==> src/pkg/ncd_pkg.sv <==
// Purpose: Shared constants for the NAND configuration block decoder.
// Assumes: 40 MHz pclk, APB register access, 256-byte configuration image.
// Notes: Field offsets are byte offsets inside the image.
// Overview of operation
// - Strobe gaps use low nibble, plus one cycle.
// - Write rise to read fall gap timed.
// - Read rise to write fall gap timed.
// - Busy indication valid after write rise gap.
// - Poll method: 0 status, 1 pin.
// - Poll timeout after millisecond limit, reported.
// - Poll checks spaced by microsecond interval.
// - ECC source: 0 on-die, 1 external.
// - On-die ECC default: 0 enabled, 1 disabled.
// - Soft ECC chunk size from four bytes.
// - Timing mode 0 user, 1-6 ONFI, 7 fastest.
// - Custom timing code held separately.
// - Page main size from four bytes.
// - Page spare size from separate field.
// - Verify buffer address from its field.
// - Image is 256 bytes, fixed offsets.
package ncd_pkg;
  localparam int CFG_BYTES = 256;
  localparam int CFG_WORDS = CFG_BYTES / 4;
  localparam logic [7:0] OFF_WR_RD_GAP = 8'h47;
  localparam logic [7:0] OFF_RD_WR_GAP = 8'h48;
  localparam logic [7:0] OFF_WR_BUSY_GAP = 8'h4b;
  localparam logic [7:0] OFF_TMODE = 8'h53;
  localparam logic [7:0] OFF_ECC_SRC = 8'h55;
  localparam logic [7:0] OFF_ONDIE = 8'h56;
  localparam logic [7:0] OFF_CHUNK = 8'h58;
  localparam logic [7:0] OFF_METHOD = 8'h5c;
  localparam logic [7:0] OFF_TMO_MS = 8'h5e;
  localparam logic [7:0] OFF_SPC_US = 8'h60;
  localparam logic [7:0] OFF_TCODE = 8'h80;
  localparam logic [7:0] OFF_MAIN = 8'ha0;
  localparam logic [7:0] OFF_EXTRA = 8'ha4;
  localparam logic [7:0] OFF_VBUF = 8'he4;
  localparam logic [7:0] MAX_BINARY_SEL = 8'h01;
  localparam logic [7:0] MAX_TMODE_SEL = 8'h07;
  localparam logic METHOD_PIN = 1'b1;
  localparam logic [11:0] ADDR_CFG_END = 12'h100;
  localparam logic [11:0] ADDR_CTRL = 12'h100;
  localparam logic [11:0] ADDR_STATUS = 12'h104;
  localparam logic [11:0] ADDR_IRQ_STAT = 12'h108;
  localparam logic [11:0] ADDR_IRQ_MASK = 12'h10c;
  localparam int CTRL_APPLY = 0;
  localparam int CTRL_POLL = 1;
  localparam int IRQ_CFG_ERR = 0;
  localparam int IRQ_POLL_DONE = 1;
  localparam int IRQ_POLL_TMO = 2;
  localparam int IRQ_BITS = 3;
  localparam longint CLK_HZ = 40000000;
  localparam longint HZ_PER_MHZ = 1000000;
  localparam int US_CYCLES = int'(CLK_HZ / HZ_PER_MHZ);
  localparam int US_PER_MS = 1000;
  typedef enum logic [1:0] {NCD_IDLE, NCD_SPACE, NCD_CHECK} ncd_poll_t;
endpackage

==> src/verilog/ncd_top.sv <==
// Purpose: Holds a NAND configuration image, decodes it, and runs strobe gap and ready poll timing.
// Assumes: Strobe engine and status reader share pclk; inputs are synchronous to pclk.
// Notes: Decoded outputs only change on an accepted apply.
`timescale 1ns/1ps
module ncd_top
  import ncd_pkg::*;
(
  input wire logic pclk,
  input wire logic presetn,
  input wire logic psel,
  input wire logic penable,
  input wire logic pwrite,
  input wire logic [11:0] paddr,
  input wire logic [31:0] pwdata,
  input wire logic [3:0] pstrb,
  output logic [31:0] prdata,
  output logic pready,
  output logic pslverr,
  input wire logic wr_strobe_rise,
  input wire logic rd_strobe_rise,
  input wire logic ready_busy_pin,
  input wire logic status_valid,
  input wire logic status_ready,
  output logic rd_fall_ok,
  output logic wr_fall_ok,
  output logic busy_valid,
  output logic poll_check,
  output logic poll_busy,
  output logic cfg_valid,
  output logic [4:0] wr_rise_to_rd_fall_gap,
  output logic [4:0] rd_rise_to_wr_fall_gap,
  output logic [4:0] wr_rise_to_busy_gap,
  output logic ready_poll_method,
  output logic [15:0] ready_poll_timeout_ms,
  output logic [15:0] ready_poll_spacing_us,
  output logic ecc_source_select,
  output logic ondie_ecc_default,
  output logic [31:0] soft_ecc_chunk_size,
  output logic [2:0] timing_mode_select,
  output logic [7:0] custom_timing_code,
  output logic [31:0] page_main_size,
  output logic [31:0] page_extra_size,
  output logic [31:0] verify_buffer_addr,
  output logic irq
);
  typedef struct packed {
    logic [CFG_WORDS-1:0][31:0] mem;
    logic cfg_valid;
    logic [2:0][3:0] gap_val;
    logic [2:0][4:0] gap_cnt;
    logic method;
    logic ecc_src;
    logic ondie;
    logic [2:0] tmode;
    logic [7:0] tcode;
    logic [15:0] tmo_ms;
    logic [15:0] spc_us;
    logic [31:0] chunk;
    logic [31:0] main_sz;
    logic [31:0] extra_sz;
    logic [31:0] vbuf;
    ncd_poll_t pst;
    logic [5:0] us_div;
    logic [5:0] to_div;
    logic [9:0] ms_div;
    logic [15:0] us_cnt;
    logic [15:0] ms_cnt;
    logic poll_check;
    logic [IRQ_BITS-1:0] irq_stat;
    logic [IRQ_BITS-1:0] irq_mask;
    logic [31:0] rdata;
  } ncd_state_t;

  ncd_state_t q;
  ncd_state_t n;

  localparam logic [5:0] US_LAST = 6'(US_CYCLES - 1);
  localparam logic [9:0] MS_LAST = 10'(US_PER_MS - 1);

  function automatic logic [7:0] cfg_byte(input logic [CFG_WORDS-1:0][31:0] m, input logic [7:0] off);
    return m[off[7:2]][{off[1:0], 3'b000} +: 8];
  endfunction

  function automatic logic [31:0] cfg_word(input logic [CFG_WORDS-1:0][31:0] m, input logic [7:0] off);
    return {cfg_byte(m, off + 8'h03), cfg_byte(m, off + 8'h02), cfg_byte(m, off + 8'h01), cfg_byte(m, off)};
  endfunction

  function automatic logic [4:0] gap_cycles(input logic [3:0] nib);
    return {1'b0, nib} + 5'h01;
  endfunction

  // Only the low nibble of a strobe gap byte counts
  function automatic logic [3:0] cfg_nib(input logic [CFG_WORDS-1:0][31:0] m, input logic [7:0] off);
    logic [7:0] b;
    b = cfg_byte(m, off);
    return b[3:0];
  endfunction

  logic setup_ph;
  logic wr_acc;
  logic cfg_hit;
  logic mapped;
  assign setup_ph = psel && !penable;
  assign wr_acc = psel && penable && pwrite;
  assign cfg_hit = paddr < ADDR_CFG_END;
  assign mapped = cfg_hit || paddr == ADDR_CTRL || paddr == ADDR_STATUS || paddr == ADDR_IRQ_STAT ||
    paddr == ADDR_IRQ_MASK;
  assign pready = 1'b1;
  assign pslverr = psel && penable && !mapped;

  always_comb
  begin
    logic [IRQ_BITS-1:0] ev;
    logic [IRQ_BITS-1:0] w1c;
    logic [2:0] trig;
    logic [7:0] b_method;
    logic [7:0] b_ecc;
    logic [7:0] b_ondie;
    logic [7:0] b_tmode;
    logic sel_ok;
    logic us_tick;
    logic to_tick;
    logic decided;
    logic ready_now;
    ev = '0;
    w1c = '0;
    trig = {wr_strobe_rise, rd_strobe_rise, wr_strobe_rise};
    b_method = cfg_byte(q.mem, OFF_METHOD);
    b_ecc = cfg_byte(q.mem, OFF_ECC_SRC);
    b_ondie = cfg_byte(q.mem, OFF_ONDIE);
    b_tmode = cfg_byte(q.mem, OFF_TMODE);
    sel_ok = 1'b0;
    us_tick = 1'b0;
    to_tick = 1'b0;
    decided = 1'b0;
    ready_now = 1'b0;
    n = q;
    n.poll_check = 1'b0;

    // Read data is captured in the setup phase so the access phase needs no wait state
    if (setup_ph)
    begin
      if (cfg_hit)
        n.rdata = q.mem[paddr[7:2]];
      else if (paddr == ADDR_STATUS)
        n.rdata = {30'h0, q.pst != NCD_IDLE, q.cfg_valid};
      else if (paddr == ADDR_IRQ_STAT)
        n.rdata = {29'h0, q.irq_stat};
      else if (paddr == ADDR_IRQ_MASK)
        n.rdata = {29'h0, q.irq_mask};
      else
        n.rdata = 32'h0;
    end

    if (wr_acc && cfg_hit)
    begin
      for (int b = 0; b < 4; b++)
        if (pstrb[b])
          n.mem[paddr[7:2]][8*b +: 8] = pwdata[8*b +: 8];
    end
    if (wr_acc && paddr == ADDR_IRQ_MASK)
      n.irq_mask = pwdata[IRQ_BITS-1:0];
    if (wr_acc && paddr == ADDR_IRQ_STAT)
      w1c = pwdata[IRQ_BITS-1:0];

    // Apply: a bad selector leaves the previous settings in place and drops valid
    if (wr_acc && paddr == ADDR_CTRL && pwdata[CTRL_APPLY])
    begin
      sel_ok = b_method <= MAX_BINARY_SEL && b_ecc <= MAX_BINARY_SEL && b_ondie <= MAX_BINARY_SEL &&
        b_tmode <= MAX_TMODE_SEL;
      n.cfg_valid = sel_ok;
      if (!sel_ok)
        ev[IRQ_CFG_ERR] = 1'b1;
      else
      begin
        n.gap_val[0] = cfg_nib(q.mem, OFF_WR_RD_GAP);
        n.gap_val[1] = cfg_nib(q.mem, OFF_RD_WR_GAP);
        n.gap_val[2] = cfg_nib(q.mem, OFF_WR_BUSY_GAP);
        n.method = b_method[0];
        n.ecc_src = b_ecc[0];
        n.ondie = b_ondie[0];
        n.tmode = b_tmode[2:0];
        n.tcode = cfg_byte(q.mem, OFF_TCODE);
        n.tmo_ms = {cfg_byte(q.mem, OFF_TMO_MS + 8'h01), cfg_byte(q.mem, OFF_TMO_MS)};
        n.spc_us = {cfg_byte(q.mem, OFF_SPC_US + 8'h01), cfg_byte(q.mem, OFF_SPC_US)};
        n.chunk = cfg_word(q.mem, OFF_CHUNK);
        n.main_sz = cfg_word(q.mem, OFF_MAIN);
        n.extra_sz = cfg_word(q.mem, OFF_EXTRA);
        n.vbuf = cfg_word(q.mem, OFF_VBUF);
      end
    end

    // Gap timers run on pclk, the same clock that paces the strobes
    for (int i = 0; i < 3; i++)
    begin
      if (trig[i])
        n.gap_cnt[i] = gap_cycles(q.gap_val[i]);
      else if (q.gap_cnt[i] != 5'h00)
        n.gap_cnt[i] = q.gap_cnt[i] - 5'h01;
    end

    // Ready poll timebase only runs while a poll is active
    if (q.pst != NCD_IDLE)
    begin
      if (q.us_div == US_LAST)
      begin
        n.us_div = 6'h00;
        us_tick = 1'b1;
      end
      else
        n.us_div = q.us_div + 6'h01;
      if (us_tick)
        n.us_cnt = q.us_cnt + 16'h0001;
      // The timeout has its own divider: re-spacing restarts us_div and would otherwise stall it
      if (q.to_div == US_LAST)
      begin
        n.to_div = 6'h00;
        to_tick = 1'b1;
      end
      else
        n.to_div = q.to_div + 6'h01;
      if (to_tick)
      begin
        if (q.ms_div == MS_LAST)
        begin
          n.ms_div = 10'h000;
          n.ms_cnt = q.ms_cnt + 16'h0001;
        end
        else
          n.ms_div = q.ms_div + 10'h001;
      end
    end

    case (q.pst)
      NCD_IDLE:
        if (wr_acc && paddr == ADDR_CTRL && pwdata[CTRL_POLL] && q.cfg_valid)
        begin
          n.pst = NCD_SPACE;
          n.us_div = 6'h00;
          n.to_div = 6'h00;
          n.ms_div = 10'h000;
          n.us_cnt = 16'h0000;
          n.ms_cnt = 16'h0000;
        end
      NCD_SPACE:
        if (q.us_cnt >= q.spc_us)
        begin
          n.pst = NCD_CHECK;
          n.poll_check = 1'b1;
        end
      NCD_CHECK:
      begin
        if (q.method == METHOD_PIN)
        begin
          decided = 1'b1;
          ready_now = ready_busy_pin;
        end
        else
        begin
          decided = status_valid;
          ready_now = status_ready;
        end
        if (decided && ready_now)
        begin
          ev[IRQ_POLL_DONE] = 1'b1;
          n.pst = NCD_IDLE;
        end
        else if (decided)
        begin
          n.pst = NCD_SPACE;
          n.us_cnt = 16'h0000;
          n.us_div = 6'h00;
        end
      end
      default:
        n.pst = NCD_IDLE;
    endcase

    // A ready answer in the same cycle as the limit wins over the timeout
    if (q.pst != NCD_IDLE && !ev[IRQ_POLL_DONE] && q.ms_cnt >= q.tmo_ms)
    begin
      ev[IRQ_POLL_TMO] = 1'b1;
      n.pst = NCD_IDLE;
      n.poll_check = 1'b0;
    end

    // New events win over a software clear in the same cycle
    n.irq_stat = (q.irq_stat & ~w1c) | ev;
  end

  always_ff @(posedge pclk or negedge presetn)
  begin
    if (!presetn)
      q <= '0;
    else
      q <= n;
  end

  assign prdata = q.rdata;
  assign rd_fall_ok = q.gap_cnt[0] == 5'h00;
  assign wr_fall_ok = q.gap_cnt[1] == 5'h00;
  assign busy_valid = q.gap_cnt[2] == 5'h00;
  assign poll_check = q.poll_check;
  assign poll_busy = q.pst != NCD_IDLE;
  assign cfg_valid = q.cfg_valid;
  assign wr_rise_to_rd_fall_gap = gap_cycles(q.gap_val[0]);
  assign rd_rise_to_wr_fall_gap = gap_cycles(q.gap_val[1]);
  assign wr_rise_to_busy_gap = gap_cycles(q.gap_val[2]);
  assign ready_poll_method = q.method;
  assign ready_poll_timeout_ms = q.tmo_ms;
  assign ready_poll_spacing_us = q.spc_us;
  assign ecc_source_select = q.ecc_src;
  assign ondie_ecc_default = q.ondie;
  assign soft_ecc_chunk_size = q.chunk;
  assign timing_mode_select = q.tmode;
  assign custom_timing_code = q.tcode;
  assign page_main_size = q.main_sz;
  assign page_extra_size = q.extra_sz;
  assign verify_buffer_addr = q.vbuf;
  assign irq = |(q.irq_stat & q.irq_mask);

  logic [4:0] since_wr_q;
  always_ff @(posedge pclk or negedge presetn)
  begin
    if (!presetn)
      since_wr_q <= 5'h00;
    else if (wr_strobe_rise)
      since_wr_q <= 5'h00;
    else if (since_wr_q != 5'h1f)
      since_wr_q <= since_wr_q + 5'h01;
  end

  gap_exact_a: assert property (@(posedge pclk) disable iff (!presetn)
    $rose(rd_fall_ok) |-> since_wr_q == wr_rise_to_rd_fall_gap)
    else $error("read fall gap length wrong");
  rdwr_gap_a: assert property (@(posedge pclk) disable iff (!presetn)
    rd_strobe_rise |=> !wr_fall_ok)
    else $error("write fall allowed too soon");
  busy_gap_a: assert property (@(posedge pclk) disable iff (!presetn)
    wr_strobe_rise |=> !busy_valid)
    else $error("busy valid too soon");
  busy_exact_a: assert property (@(posedge pclk) disable iff (!presetn)
    $rose(busy_valid) |-> since_wr_q == wr_rise_to_busy_gap)
    else $error("busy gap length wrong");
  pin_method_a: assert property (@(posedge pclk) disable iff (!presetn)
    $rose(q.irq_stat[IRQ_POLL_DONE]) && ready_poll_method == METHOD_PIN |-> $past(ready_busy_pin))
    else $error("pin poll done without ready pin");
  status_method_a: assert property (@(posedge pclk) disable iff (!presetn)
    $rose(q.irq_stat[IRQ_POLL_DONE]) && ready_poll_method != METHOD_PIN |-> $past(status_valid && status_ready))
    else $error("status poll done without ready status");
  tmo_stop_a: assert property (@(posedge pclk) disable iff (!presetn)
    $rose(q.irq_stat[IRQ_POLL_TMO]) |-> !poll_busy && $past(poll_busy))
    else $error("timeout without stopping poll");
  spacing_a: assert property (@(posedge pclk) disable iff (!presetn)
    poll_check && ready_poll_spacing_us != 16'h0000 |=> !poll_check [*8])
    else $error("poll checks too close");
  reject_a: assert property (@(posedge pclk) disable iff (!presetn)
    $rose(q.irq_stat[IRQ_CFG_ERR]) |-> !cfg_valid)
    else $error("bad selector accepted");
  mode_range_a: assert property (@(posedge pclk) disable iff (!presetn)
    $changed(timing_mode_select) |-> cfg_valid)
    else $error("timing mode changed without valid apply");
endmodule

==> config.mk <==
export PLATFORM = sky130hd
export DESIGN_NAME = ncd_top
export DESIGN_NICKNAME = d
export VERILOG_FILES = /design/src/pkg/ncd_pkg.sv /design/src/verilog/ncd_top.sv
export SDC_FILE = /design/constraint.sdc
export NUM_CORES = 2
export LEC_CHECK = 0
export BUFFER_PORTS_ARGS = -buffer_cell sky130_fd_sc_hd__buf_2
export CAP_MARGIN = 20
export CORE_MARGIN = 3
export CORE_UTILIZATION = 62
export CTS_CLUSTER_SIZE = 10
export DETAILED_ROUTE_END_ITERATION = 8
export HOLD_SLACK_MARGIN = 0.1
export MAX_ROUTING_LAYER = met4
export PLACE_DENSITY_LB_ADDON = 0.12
export SETUP_SLACK_MARGIN = 0.1
export SYNTH_ARGS = -nofsm -noshare
export SYNTH_HDL_FRONTEND = slang
export SYNTH_SLANG_ARGS = --single-unit
==> constraint.sdc <==
create_clock -name pclk -period 6.05 [get_ports pclk]
set_clock_uncertainty 0.2 [all_clocks]
set_input_delay 0.605 -clock pclk [delete_from_list [all_inputs] [get_ports pclk]]
set_output_delay 0.605 -clock pclk [all_outputs]
set_load 0.01 [all_outputs]
# [Word level (Yosys, flattened, before mapping)]
# Cells that the tools add are included.
[totals] register_bits=2345 input_bits=58 out_inout_bits=230 elab_cells=236
[classes] n_addsub=11 order_cmp=9 eq_ne=12 muxes=69 bitwise=4 n_reduce_logical=39
[ops] operator="two-way mux 2048 bit" count=7
[ops] operator="bitwise mux 2048 bit" count=4
[ops] operator="demux 32 bit (select 6 bit)" count=4
[ops] operator="binary-select mux 32 bit (select 6 bit)" count=1
[ops] operator="two-way mux 16 bit" count=8
[ops] operator="two-way mux 32 bit" count=3
[ops] operator="two-way mux 56 bit" count=1
[ops] operator="two-way mux 54 bit" count=1
[ops] operator="== test 12 x 9 -> 1 bit (second input constant)" count=4
[ops] operator="adder 16 x 1 -> 16 bit (second input constant)" count=2
[ops] operator="greater-or-equal comparator 16 bit" count=2
[ops] operator="case mux 16 bit (2 select lines)" count=1
[ops] operator="two-way mux 5 bit" count=6
[ops] operator="<= comparator 8 x 1 -> 1 bit (second input constant)" count=3
[ops] operator="two-way mux 24 bit" count=1
[ops] operator="two-way mux 10 bit" count=2
[ops] operator="logical AND 1 bit" count=18
[ops] operator="two-way mux 6 bit" count=3
[ops] operator="two-way mux 1 bit" count=16
[ops] operator="two-way mux 8 bit" count=2
[ops] operator="adder 4 x 1 -> 5 bit (second input constant)" count=3
[ops] operator="zero test 5 bit" count=3
[ops] operator="nonzero test 5 bit" count=3
[ops] operator="subtractor 5 x 1 -> 5 bit (second input constant)" count=3
[ops] operator="other kinds (26)" count=43

# [Depth between registers and ports, before layout]
[depth] word_depth=15 mapped_depth=11 mapped_depth_nobuf=8

# [Least setup slack after synthesis]
# Ideal clock, no wire load.
[synth_timing] kind="input to register" start="input port paddr[2]" end="register q, in the netlist prdata[29]" setup_time_ps=124 arrival_time_ps=2538 required_ps=5726 path_slack_ps=3188 stages=9 path_buffers=4 path_cell_list="buf_4 > buf_4 > buf_4 > buf_2 > mux4_2 > a221oi_1 > o21ai_0 > nor2_1 > a21oi_1"
[synth_via] elab_chain_len=3 word_cells_on_any_way=4 cone_classes="order compare (1); mux (3)"
[synth_lines] item="from (decl)" line_no="ncd_top.sv:13" source="input wire logic [11:0] paddr,"
[synth_lines] item="binary-select mux 32 bit (select 6 bit)" line_no="ncd_top.sv:144" source="n.rdata = q.mem[paddr[7:2]];"
[synth_lines] item="two-way mux 32 bit (not written as such)" line_no="ncd_top.sv:144"
[synth_lines] item="two-way mux 32 bit (*)" line_no="ncd_top.sv:143" source="if (cfg_hit)"
[synth_lines] item="to (signal assigned)" line_no="ncd_top.sv:296" source="q <= n;"
[synth_lines] item="to (decl)" line_no="ncd_top.sv:74" source="ncd_state_t q;"
# Mark *: on every way between the ends. The rest lies on a longest branch, timed or not. The select of a mux whose other input is x is not followed.
# A chain may end at the register's enable or synchronous reset.

# [Worst setup path in the final report]
[layout_timing] start="input port paddr[3]" end="register q[401] (netlist bit)"
[layout_via] elab_chain_len=12 word_cells_on_any_way=21 cone_classes="order compare (3); mux (16); reduce/logical (2)"
[layout_lines] item="< comparator 6 x 7 -> 1 bit (not written as such) (tied with other cells)" line_no="ncd_top.sv:159" source="n.mem[paddr[7:2]][8*b +: 8] = pwdata[8*b +: 8];"
[layout_lines] item="logical AND 1 bit (not written as such) or bitwise mux 2048 bit (tied branches)" line_no="ncd_top.sv:159"
[layout_lines] item="two-way mux 16 bit (not written as such) or two-way mux 2048 bit (tied branches)" line_no="ncd_top.sv:159, ncd_top.sv:158"
[layout_lines] item="demux 32 bit (select 6 bit) or two-way mux 2048 bit (tied branches)" line_no="ncd_top.sv:159, ncd_top.sv:155"
[layout_lines] item="bitwise mux 2048 bit" line_no="ncd_top.sv:159"
[layout_lines] item="two-way mux 2048 bit" line_no="ncd_top.sv:158" source="if (pstrb[b])"
[layout_lines] item="two-way mux 2048 bit" line_no="ncd_top.sv:155" source="if (wr_acc && cfg_hit)"
[layout_lines] item="bitwise mux 2048 bit" line_no="ncd_top.sv:159"
[layout_lines] item="two-way mux 2048 bit" line_no="ncd_top.sv:158"
[layout_lines] item="two-way mux 2048 bit" line_no="ncd_top.sv:155"
[layout_lines] item="bitwise mux 2048 bit" line_no="ncd_top.sv:159"
[layout_lines] item="two-way mux 2048 bit" line_no="ncd_top.sv:158"
# Several ways; a longest one is shown, not always the timed one. The select of a mux whose other input is x is not followed.

==> flow_summary.json <==
{
  "grt_overflow": 0,
  "drive_gt1_share_pct": 50.4,
  "swShare_pct": 23.2,
  "dp_hpwl_um": 219000,
  "placementRows": 152,
  "multi_input_area_um2": 46000,
  "wl_um": 333000,
  "initial_utilization_pct": 62.8,
  "ys_seq_area_share_pct": 54.1,
  "vdd_ir_drop_max_v": 0.000265,
  "clock_path_buffers": 4,
  "slew_violations": 0,
  "violations": "design-rule violations",
  "synth_ff_type": "dfrtp_1",
  "internal_power_mw": 24.9,
  "grt_use_met1_pct": 49.7,
  "detailedRoute.firstIterationViolations": 7545,
  "slew_headroom_pct": 16.1,
  "antenna_found_initial": 19,
  "port_buffers": 286,
  "vias_per_cell": 6.89,
  "status": "complete, but fails checks",
  "grtUsageMet2_pct": 55.1,
  "min_period_over_period_pct": 70.1,
  "hold_viol_final": 0,
  "clkPwrFrac_pct": 45.7,
  "cts_setup_buffers": 0,
  "fin_util_pct": 68.7,
  "arrival_ns": 4.85,
  "crit_path_start_kind": "input port",
  "ys_warn_count": 0,
  "gp_congestion": 0.950,
  "path_clk_slew_ns": 0.05,
  "crit_required_ns": 6.65,
  "cts_buffers": 287,
  "synthTopCellsByArea": "dfrtp_1 (54%), mux2_2 (23%), mux4_2 (10%)",
  "clock_sinks": 2345,
  "synth_edf_count": 0,
  "postSynthCellCount": 7376,
  "use_met3_pct": 11.1,
  "crit_path_cell_trace": "buf_8 -> nor2b_1 -> and2_1 -> nand2_1 -> nor2_2 -> mux2_2",
  "cts-resized-gates": 0,
  "fmax_ghz": 0.236,
  "core_um2": 173000,
  "setup_viol": 0,
  "pin_count": 288,
  "grt_use_total_pct": 38.4,
  "area.growth.synth_to_final_pct": 9.52,
  "synth_top_area_share_pct": 54.1,
  "critPathSlowestCell": "nor2b_1",
  "fp.dieH_um": 424,
  "dieWidth_um": 424,
  "max_stage_delay_ns": 1.01,
  "syn_nets": 7480,
  "synth_area_per_cell_um2": 14.7,
  "drt_pass1_iterations": 9,
  "grt_pass1_wl_um": 486000,
  "final_antenna_net_count": 0,
  "design.die.area_um2": 180000,
  "synth_area_um2": 108000,
  "worstHoldPathType": "in2async",
  "pwr-share-comb_pct": 5.4,
  "grt_max_degree": 180,
  "total_power_mw": 32.5,
  "synth_common_cells": "dfrtp_1 (2345), mux2_2 (2248), mux4_2 (484)",
  "nets": 7562,
  "pre_cts_ws_ns": 1.30,
  "grt_pass1_vias": 68800,
  "setup_ws_ns": 1.81,
  "max_cap_violations": 0,
  "fillers": 11900,
  "crit_fanout": 51,
  "fin_crit_ns": 4.24,
  "cts_tree": "yes",
  "synth_top_area_cell": "dfrtp_1",
  "clock_latency_ns": 0.94,
  "setup-tns-final_ns": 0,
  "grt.busiest_layer": "met2",
  "cellLeakagePower_nw": 57.3,
  "vias": 67600,
  "synth-seq-cells": 2345,
  "worstSetupPathType": "in2reg",
  "critPathCaptureType": "flip-flop",
  "p_per_area_nw_per_um2": 274,
  "tightest_slew_ns": 1.26,
  "seq_area_um2": 58700,
  "power.switching_mw": 7.54,
  "yosysUniqueCellTypes": 74,
  "wire_per_inst_um": 33.9,
  "holdWs_ns": 0.161,
  "cts-htree-levels": 5,
  "seq_power_share_pct": 48.9,
  "async_reset_ff_share_pct": 100,
  "route.detailed.drc": 126,
  "crit_family": "simple AND/OR/NAND/NOR gates",
  "rsz0062_at_grt": "false",
  "clockRootBuffer": "clkbuf_16",
  "cp_num_buf_inv": 1,
  "yosysMostFrequentCell": "dfrtp_1"
}
## logic make-up (layout without fill, tap and decap cells)
group	after synthesis	after routing	synth area share (%)
other cells	1	20	0.00346
compound gates	408	408	2.48
xor+xnor	51	51	0.412
mux	2841	2841	34.4
fa+ha+maj	46	46	0.531
flops	2345	2345	54.1
buf+inv	747	864	3.57
simple gates	937	937	4.44
## worst register-to-register path: stages, from the launching register on
cell and delay, ns:
dfrtp_1 0.41, mux4_2 0.49, mux2i_1 0.61, o32ai_1 0.21, a2111oi_0 1.05, a31oi_1 0.19
## per-stage QoR
step / cells / area (um2)
floorplan: 7376 / 108000
global placement: 9466 / 111000
detailed placement: 9467 / 111000
CTS: 9801 / 119000
global route: 9813 / 119000
finish: 9822 / 119000
## flip-flops by register name (all words and copies together) (netlist names)
register and flops:
q 2137, page_extra_size 32, page_main_size 32, prdata 32, soft_ecc_chunk_size 32, verify_buffer_addr 32
ready_poll_spacing_us 16, ready_poll_timeout_ms 16, custom_timing_code 8, timing_mode_select 3, cfg_valid 1, ecc_source_select 1
ondie_ecc_default 1, poll_check 1, ready_poll_method 1
## routing by layer
metal  share of wire, %  wire length (um)
met3                 10             33200
met4                6.8             22500
met1                 39            128000
met2                 45            149000
met5                  0                 0
## power groups by stage
| stage | registers, mW | logic, mW | clock network, mW |
|---|---|---|---|
| finish | 15.9 | 1.75 | 14.9 |
| global route | 15.9 | 1.86 | 15.6 |
| CTS | 15.9 | 1.73 | 15.0 |
| detailed placement | 16.1 | 1.72 | 0 |
| global placement | 16.1 | 1.69 | 0 |
| floorplan | 16.1 | 0.867 | 0 |
## repair_timing
action	4_1_cts	5_1_grt
hold endpoints to repair	127	0
hold buffers	10	0
endpoints found under the setup margin	0	0
## final cells by class
class	instances	share of cell area, %
diodes	19	0.0400
multi-input cells	4284	38.7
repair buffers	488	2.83
inverters	52	0.164
clock inverters	6	0.0464
well taps	2310	2.43
clock buffers	318	6.35
flip-flops and latches	2345	49.4
## worst paths after layout
check                         start        end  slack [ns]  cells after the start
setup / recovery           paddr[3]     q[401]        1.81                      6
hold / removal              presetn      q[55]        0.16                      2
setup reg to reg            q[1068]  prdata[3]        2.73                      5
hold reg to reg               q[80]      q[80]        0.29                      1
max in group asynchronous   presetn    q[1759]        3.81                      3
min in group pclk          paddr[9]      q[85]        0.16                      5
## cells in the final DEF (no fill, tap or decap), types with 55 or more instances in the layout
cell type and count:
dfrtp_1 2345, mux2_2 2248, mux4_2 484, clkbuf_16 296
buf_2 282, nand2_1 263, nor2_2 229, buf_4 164
nor2_1 133, a21oi_1 115, mux2i_1 101, nand3_1 100
o21ai_0 64, a22oi_1 55
Power figures use the tool's default switching activity.
